--- config.mk ---
export PLATFORM = sky130hd
export DESIGN_NAME = accumulator_add_datapath
export DESIGN_NICKNAME = d
export VERILOG_FILES = /design/src/design/accumulator_add_datapath.v /design/src/design/byte_adder.v
export VERILOG_INCLUDE_DIRS = /design/src /design/src/design
export SDC_FILE = /design/constraint.sdc
export NUM_CORES = 1
export LEC_CHECK = 0
export BUFFER_PORTS_ARGS = -buffer_cell sky130_fd_sc_hd__buf_2
export CAP_MARGIN = 25
export CORE_MARGIN = 1
export CORE_UTILIZATION = 25
export DETAILED_ROUTE_END_ITERATION = 16
export PLACE_DENSITY = 0.46
export SYNTH_ARGS = -nofsm -noshare
export SYNTH_HDL_FRONTEND = slang
export SYNTH_SLANG_ARGS = --single-unit
--- constraint.sdc ---
create_clock -name CORE_CLK_I -period 2.45 [get_ports CORE_CLK_I]
set_input_delay 0.49 -clock CORE_CLK_I [delete_from_list [all_inputs] [get_ports CORE_CLK_I]]
set_output_delay 0.49 -clock CORE_CLK_I [all_outputs]
set_load 0.03 [all_outputs]
--- src/design/accumulator_add_regs.vh ---
/*
  Constants for the accumulator addition datapath: operation codes, flag bit
  positions and reset values.
  Assumes inclusion by bare name from the datapath files.
*/
`ifndef ACCUMULATOR_ADD_REGS_VH
`define ACCUMULATOR_ADD_REGS_VH

`define OP_NONE 3'h0
`define OP_SUM_WITH_CARRY_TO_ACC 3'h1
`define OP_SUM_WITH_CARRY_TO_MEMORY 3'h2
`define OP_SUM_TO_ACC 3'h3
`define OP_SUM_IMMEDIATE 3'h4
`define OP_SUM_TO_MEMORY 3'h5

`define FLAG_C 0
`define FLAG_AC 1
`define FLAG_Z 2
`define FLAG_OV 3

`define ACC_RESET 8'h00
`define FLAGS_RESET 4'h0
`define OPERAND_RESET 8'h00
`define SUM_RESET 8'h00
`define WDATA_RESET 8'h00
`define CIN_RESET 1'b0
`define STROBE_RESET 1'b0

`endif

--- src/design/accumulator_add_datapath.v ---
/*
  Addition group datapath of an 8-bit core: accumulator, status flags and
  the write-back of sums to the accumulator or to data memory.
  Assumes the decoder presents one operation per start pulse with the memory
  operand already read, and that the memory port accepts the write strobe.
*/
// How it works
// - Add-with-carry-to-accumulator sums accumulator, memory byte and carry into the accumulator.
// - Add-with-carry-to-memory writes accumulator plus memory byte plus carry back to memory.
// - Plain add-memory sums accumulator and memory byte without carry into the accumulator.
// - Add-immediate sums accumulator and the immediate byte without carry into the accumulator.
// - Add-to-memory writes accumulator plus memory byte into memory, accumulator kept.
// - Every addition updates overflow, zero, auxiliary carry and carry from the sum.
`timescale 1ns/1ps
`include "accumulator_add_regs.vh"

module accumulator_add_datapath (
  input wire CORE_CLK_I,
  input wire RST_I,
  input wire START_I,
  input wire [2:0] OP_I,
  input wire [7:0] MEM_DATA_I,
  input wire [7:0] IMM_I,
  output reg [7:0] ACC_O,
  output reg [3:0] FLAGS_O,
  output reg [7:0] MEM_WDATA_O,
  output reg MEM_WE_O,
  output reg DONE_O
);

  localparam [1:0] ST_IDLE = 2'b00;
  localparam [1:0] ST_ADD = 2'b01;
  localparam [1:0] ST_WRITE = 2'b10;

  reg [1:0] state_reg;
  reg [1:0] state_next;
  reg [2:0] op_reg;
  reg [2:0] op_next;
  reg [7:0] a_reg;
  reg [7:0] a_next;
  reg [7:0] b_reg;
  reg [7:0] b_next;
  reg cin_reg;
  reg cin_next;
  reg [7:0] acc_next;
  reg [7:0] wdata_next;
  reg we_next;
  reg done_next;
  wire [3:0] flags_next;
  wire [7:0] operand;
  wire [7:0] sum;
  wire [3:0] flags;
  wire take;
  wire write_back;

  genvar i;

  function is_valid_op;
    input [2:0] op;
    begin
      is_valid_op = (op == `OP_SUM_WITH_CARRY_TO_ACC) ||
                    (op == `OP_SUM_WITH_CARRY_TO_MEMORY) ||
                    (op == `OP_SUM_TO_ACC) ||
                    (op == `OP_SUM_IMMEDIATE) ||
                    (op == `OP_SUM_TO_MEMORY);
    end
  endfunction

  function uses_carry;
    input [2:0] op;
    begin
      uses_carry = (op == `OP_SUM_WITH_CARRY_TO_ACC) ||
                   (op == `OP_SUM_WITH_CARRY_TO_MEMORY);
    end
  endfunction

  function uses_immediate;
    input [2:0] op;
    begin
      uses_immediate = (op == `OP_SUM_IMMEDIATE);
    end
  endfunction

  function is_to_memory;
    input [2:0] op;
    begin
      is_to_memory = (op == `OP_SUM_WITH_CARRY_TO_MEMORY) ||
                     (op == `OP_SUM_TO_MEMORY);
    end
  endfunction

  // A start while busy or with an unused code is dropped without a trace, so
  // the decoder must space its starts three cycles apart.
  assign take = START_I && is_valid_op(OP_I) && (state_reg == ST_IDLE);
  assign write_back = (state_reg == ST_WRITE);

  byte_adder u_adder (
    .clk_i(CORE_CLK_I),
    .rst_i(RST_I),
    .a_i(a_reg),
    .b_i(b_reg),
    .cin_i(cin_reg),
    .sum_o(sum),
    .flags_o(flags)
  );

  generate
    for (i = 0; i < 8; i = i + 1) begin : g_operand
      assign operand[i] = uses_immediate(OP_I) ? IMM_I[i] : MEM_DATA_I[i];
    end
  endgenerate

  generate
    for (i = 0; i < 4; i = i + 1) begin : g_flag
      assign flags_next[i] = write_back ? flags[i] : FLAGS_O[i];
    end
  endgenerate

  always @* begin
    state_next = state_reg;
    op_next = op_reg;
    a_next = a_reg;
    b_next = b_reg;
    cin_next = cin_reg;
    case (state_reg)
      ST_IDLE: begin
        if (take) begin
          op_next = OP_I;
          a_next = ACC_O;
          b_next = operand;
          cin_next = uses_carry(OP_I) ? FLAGS_O[`FLAG_C] : 1'b0;
          state_next = ST_ADD;
        end
      end
      ST_ADD: begin
        // The adder registers its result, so one cycle passes before write-back.
        state_next = ST_WRITE;
      end
      ST_WRITE: begin
        state_next = ST_IDLE;
      end
      default: begin
        state_next = ST_IDLE;
      end
    endcase
  end

  always @* begin
    acc_next = ACC_O;
    wdata_next = MEM_WDATA_O;
    we_next = 1'b0;
    done_next = 1'b0;
    if (write_back) begin
      done_next = 1'b1;
      if (is_to_memory(op_reg)) begin
        wdata_next = sum;
        we_next = 1'b1;
      end else begin
        acc_next = sum;
      end
    end
  end

  always @(posedge CORE_CLK_I) begin
    if (RST_I) begin
      state_reg <= ST_IDLE;
    end else begin
      state_reg <= state_next;
    end
  end

  always @(posedge CORE_CLK_I) begin
    if (RST_I) begin
      op_reg <= `OP_NONE;
    end else begin
      op_reg <= op_next;
    end
  end

  always @(posedge CORE_CLK_I) begin
    if (RST_I) begin
      a_reg <= `OPERAND_RESET;
    end else begin
      a_reg <= a_next;
    end
  end

  always @(posedge CORE_CLK_I) begin
    if (RST_I) begin
      b_reg <= `OPERAND_RESET;
    end else begin
      b_reg <= b_next;
    end
  end

  always @(posedge CORE_CLK_I) begin
    if (RST_I) begin
      cin_reg <= `CIN_RESET;
    end else begin
      cin_reg <= cin_next;
    end
  end

  always @(posedge CORE_CLK_I) begin
    if (RST_I) begin
      ACC_O <= `ACC_RESET;
    end else begin
      ACC_O <= acc_next;
    end
  end

  always @(posedge CORE_CLK_I) begin
    if (RST_I) begin
      FLAGS_O <= `FLAGS_RESET;
    end else begin
      FLAGS_O <= flags_next;
    end
  end

  // Write data hold their last value so a slow memory port may latch late.
  always @(posedge CORE_CLK_I) begin
    if (RST_I) begin
      MEM_WDATA_O <= `WDATA_RESET;
    end else begin
      MEM_WDATA_O <= wdata_next;
    end
  end

  always @(posedge CORE_CLK_I) begin
    if (RST_I) begin
      MEM_WE_O <= `STROBE_RESET;
    end else begin
      MEM_WE_O <= we_next;
    end
  end

  always @(posedge CORE_CLK_I) begin
    if (RST_I) begin
      DONE_O <= `STROBE_RESET;
    end else begin
      DONE_O <= done_next;
    end
  end

endmodule

--- src/design/byte_adder.v ---
/*
  Registered 8-bit adder with carry in, producing the sum and the four
  status flags one clock after the operands are presented.
  Assumes operands are stable and on the core clock.
*/
`timescale 1ns/1ps
`include "accumulator_add_regs.vh"

module byte_adder (
  input wire clk_i,
  input wire rst_i,
  input wire [7:0] a_i,
  input wire [7:0] b_i,
  input wire cin_i,
  output reg [7:0] sum_o,
  output reg [3:0] flags_o
);

  wire [4:0] low_sum;
  wire [8:0] full_sum;
  wire [7:0] res;

  assign low_sum = {1'b0, a_i[3:0]} + {1'b0, b_i[3:0]} + {4'h0, cin_i};
  assign full_sum = {1'b0, a_i} + {1'b0, b_i} + {8'h00, cin_i};
  assign res = full_sum[7:0];

  always @(posedge clk_i) begin
    if (rst_i) begin
      sum_o <= `SUM_RESET;
      flags_o <= `FLAGS_RESET;
    end else begin
      sum_o <= res;
      flags_o[`FLAG_C] <= full_sum[8];
      flags_o[`FLAG_AC] <= low_sum[4];
      flags_o[`FLAG_Z] <= (res == 8'h00);
      flags_o[`FLAG_OV] <= (a_i[7] == b_i[7]) && (res[7] != a_i[7]);
    end
  end

endmodule

After elaboration in Yosys (flattened, before gate mapping) --
Cells that the tools add are included.
Storage, ports and cells: register bits 56, input port bits 22
Operators by class: eq/ne operators 12, add/subtract/negate cells 4, reduce and logical (&&, ||, !) cells 14, multiplexer cells 13, bitwise gates (word level) 2
Operators by type and width (number):
- $mux 1 | 11
- $add 8x8->9 | 1
- $add 9x1->9 | 1
- $eq 3x2->1 const B | 3
- $eq 3x3->1 const B | 3
- $logic_not 8->1 | 1
- $reduce_and 2->1 | 3
- $add 4x4->5 | 1
- $add 5x1->5 | 1
- $logic_or 1x1->1 | 5
- $pmux 2 s2 | 1
- $eq 3x1->1 const B | 1
- $logic_and 1x1->1 | 3
- $eq 2x1->1 const B | 1
- $eq 2x2->1 const B | 1
- $logic_not 2->1 | 1
- $mux 2 | 1
- $ne 2x2->1 const B | 1
- $not 1->1 | 2
- $reduce_or 2->1 | 1
- $eq 1x1->1 | 1
- $ne 1x1->1 | 1

Logic depth before layout (Yosys ltp) --
depth after elaboration 9, depth in mapped cells 9, depth with buffers taken out 9

By module --
A second synthesis with hierarchy kept.
Unflattened totals: cell total of the unflattened synthesis 249, area, all modules 2501.1 um^2
By module, submodules not included:
- accumulator_add_datapath | area each 1838.0 um^2, sequential area each 880.8 um^2, cells an instance 180, instances 1
- byte_adder | area each 663.1 um^2, sequential area each 240.2 um^2, cells an instance 69, instances 1

Least setup slack after synthesis --
OpenSTA, ideal clock, no wires.
path kind reg-to-reg, start register a_reg[0], end register u_adder.flags_o[2], period minus slack after synthesis 1938 ps, data required time 2389 ps, setup time 61 ps, cell stages (with the launch flop) 10, setup slack 512 ps, path buffers 0, arrival time 1877 ps, cells stage by stage dfxtp_1 inv_1 fa_1 inv_1 fa_1 a211oi_1 o21bai_1 a21oi_1 xor2_1 and4_1
Between the ends: word-level cells in the longest chain between the ends 3
RTL lines:
- start, declared | RTL line accumulator_add_datapath.v:39 | reg [7:0] a_reg;
- start signal, assigned | RTL line accumulator_add_datapath.v:182 | a_reg <= `OPERAND_RESET;
- start signal, assigned | RTL line accumulator_add_datapath.v:184 | a_reg <= a_next;
- $add 8x8->9 | RTL line byte_adder.v:24 | assign full_sum = {1'b0, a_i} + {1'b0, b_i} + {8'h00, cin_i};
- $add 9x1->9 | RTL line byte_adder.v:24
- $logic_not 8->1 | RTL line byte_adder.v:35 | flags_o[`FLAG_Z] <= (res == 8'h00);
- end signal, assigned by index | RTL line byte_adder.v:34 | flags_o[`FLAG_AC] <= low_sum[4];
- end signal, assigned by index | RTL line byte_adder.v:35
- end signal, assigned by index | RTL line byte_adder.v:36 | flags_o[`FLAG_OV] <= (a_i[7] == b_i[7]) && (res[7] != a_i[7]);
- end, declared | RTL line byte_adder.v:16 | output reg [3:0] flags_o
No other way between the ends. A chain may end at the register's enable or synchronous reset.

Worst setup path after layout --
Same ends and word-level chain as after synthesis.

==> summary.md <==
| Metric | Value |
|---|---|
| Synth Register Bits | `56` |
| Worst IR Drop VDD | `0.000322 V` |
| Primary FF master, synth | `dfxtp_1` |
| Max Fanout on Critical Path | `3` |
| Post-CTS Resized | `0` |
| ANT nets after route | `0` |
| Vias in the first global route | `1,690` |
| CTS Buf Count | `5` |
| Vias per inst | `4.37` |
| Slew headroom | `0.688` |
| Worst Path Required | `2.71 ns` |
| Gr ovfl total | `0` |
| DRT Pass-1 Iters | `4` |
| CTS H-Tree Depth | `2` |
| P_leak | `1.17 nW` |
| Antenna fix cells | `0` |
| Nets | `320` |
| TritonCTS clock tree | `built` |
| Placed Cells | `390` |
| Post-synth ARST share | `0` |
| Distinct cells, synth | `41` |
| Critical Path Start Type | `register` |
| Slew Limit Fails | `0` |
| RSZ-0062 raised after global routing | `false` |
| Clock sinks | `56` |
| Quantity of I/O buffers inserted on ports | `43` |
| Detailed Place HPWL | `3680 µm` |
| Sequential area share after synthesis | `0.478` |
| Crit path DAT | `2.36 ns` |
| Skew-Pair Late Insertion Delay | `0.31 ns` |
| Largest net degree at the start of global routing | `35` |
| R2R setup slack | `0.35 ns` |
| Maxcap violations | `0` |
| Number of synthesized flops with an enable pin | `0` |
| Fmax | `477 MHz` |
| Layout Skew | `0.0111 ns` |
| Synth Cell Area | `2340 µm²` |
| CP endpoint kind | `register` |
| Worst-path clk slew | `0.11 ns` |
| YS warnings | `0` |
| Fin crit period | `2.10 ns` |
| Final setup fails | `0` |
| Chip height | `98.8 µm` |
| Commonest non-fill, non-tap cell in the layout | `dfxtp_1` |
| Fin. Hold Viols | `0` |
| Root buf cell | `clkbuf_8` |
| Hold Path End | `FLAGS_O[1]$_SDFFE_PP0P_` |
| Setup TNS | `0 ns` |
| Post-CTS Setup Inserts | `0` |
| Initial Util | `0.264` |
| Gr usage total | `0.108` |
| Die X | `98.8 µm` |
| Drt first-iter violations | `64` |
| First-pass GRT wire length | `8340 µm` |
| Pre-CTS WS | `0.368 ns` |
| Die area | `9770 µm²` |
| Floorplan row count | `34` |
| DR DRC count | `0` |
| Fin crit share | `0.857` |
| Synth Instances | `248` |
| Mean Syn Cell Area | `9.45 µm²` |
| Initial antenna violation count | `0` |
| R2r endpoint | `u_adder.flags_o[2]$_SDFF_PP0_` |
| Cts hold-fix bufs | `0` |
| Drt wl/cell | `12.4 µm` |
| Top Ports | `44` |
| Worst Hold Depth | `2` |
| Routability congestion estimate | `0.824` |
| DRT Wirelength | `4920 µm` |
| Worst R2R Path Depth | `9` |
| Most frequent cells in the layout | `dfxtp_1 (56), buf_2 (43), nor2_1 (37)` |
| R2R Path Start | `a_reg[0]$_SDFFE_PP0P_` |
| Actual slew at the worst max-slew pin | `0.469 ns` |
| CP Class | `register to register` |
| Mapped Nets | `279` |
| Max Root-Sink Buffers | `2` |
| Post-Layout Cell Count | `398` |
| Status | `completed` |
| Power Density | `596 nW/µm²` |
| Area Overhead vs Synth | `17.2%` |
| Via count | `1,740` |
| Layout cells sized above 1 | `0.214` |
| HP Class | `register to register` |
| Final WS setup | `0.351 ns` |
| Core area | `8890 µm²` |
| Worst Hold Launch | `u_adder.flags_o[1]$_SDFF_PP0_` |
## final cells by class
| cell class | count | area (µm²) |
|---|---|---|
| fill | 944 | 6140 |
| multi-input combinational | 175 | 1140 |
| sequential | 56 | 1120 |
| timing repair buffer | 46 | 238 |
| tap | 108 | 135 |
| clock buffer | 5 | 68.8 |
| clock inverter | 3 | 25.0 |
| inverter | 5 | 18.8 |
## synthesized netlist by cell type, types with 3 or more instances
| master | instances | area, µm² |
|---|---|---|
| a211oi_1 | 8 | 60.1 |
| a21oi_1 | 21 | 105 |
| clkbuf_1 | 5 | 18.8 |
| dfxtp_1 | 56 | 1120 |
| ha_1 | 7 | 87.6 |
| inv_1 | 5 | 18.8 |
| mux2i_1 | 24 | 240 |
| nand2_1 | 30 | 113 |
| nor2_1 | 37 | 139 |
| nor2b_1 | 4 | 25.0 |
| nor3_1 | 4 | 20.0 |
| nor3b_1 | 3 | 22.5 |
| o21ai_0 | 3 | 15.0 |
| xnor2_1 | 4 | 35.0 |
| xor2_1 | 3 | 26.3 |
## per-layer routing
metal,vias up,GRT usage,part of all wire
met5,-,0,0
met1,786,0.150,0.50
li1,922,-,-
met2,27,0.167,0.46
met4,0,0.0276,0.0081
met3,5,0.0262,0.035
## worst max-delay path by stage
stage,from,to,depth (start not counted)
6_report,a_reg[0]$_SDFFE_PP0P_,u_adder.flags_o[2]$_SDFF_PP0_,9
3_5_place_dp,a_reg[0]$_SDFFE_PP0P_,u_adder.flags_o[2]$_SDFF_PP0_,9
2_1_floorplan,a_reg[0]$_SDFFE_PP0P_,u_adder.flags_o[2]$_SDFF_PP0_,9
3_3_place_gp,a_reg[0]$_SDFFE_PP0P_,u_adder.flags_o[2]$_SDFF_PP0_,9
4_1_cts,a_reg[0]$_SDFFE_PP0P_,u_adder.flags_o[2]$_SDFF_PP0_,9
5_1_grt,a_reg[0]$_SDFFE_PP0P_,u_adder.flags_o[2]$_SDFF_PP0_,9
## critical path, stage by stage (launching register included)
cell	delay (ns)
dfxtp_1	0.32
inv_1	0.07
fa_1	0.19
inv_1	0.05
fa_1	0.41
a21o_1	0.19
a21oi_1	0.21
xor2_1	0.23
o211a_1	0.19
and4_1	0.19
## per-stage QoR
step	cell area, µm²	utilization	hold slack (ns)	total power [W]
after detailed placement	2660	0.299	0.435	0.00114
after global routing	2750	0.309	0.452	0.00174
after CTS	2750	0.309	0.450	0.00167
after floorplan	2340	-	0.417	0.00109
after global placement	2660	0.299	0.432	0.00114
final	2750	0.309	0.448	0.00164
## report_power, final
part	internal (W)	total [W]	leakage, nW	switching [W]
registers	0.000937	0.000956	0.454	0.0000185
clock network	0.000209	0.000524	0.0452	0.000314
logic	0.0000653	0.000160	0.674	0.0000947
## cell families after synthesis
| logic type | Yosys count | synth area share |
|---|---|---|
| AOI/OAI and AO/OA | 46 | 0.133 |
| xor gates and xnor gates | 7 | 0.0261 |
| adders and majority gates | 9 | 0.0544 |
| buffers and inverters | 17 | 0.0347 |
| DFF | 56 | 0.478 |
| muxes | 24 | 0.102 |
| and+or+nand+nor | 89 | 0.171 |
No activity file was read; power rests on OpenSTA's default activity.
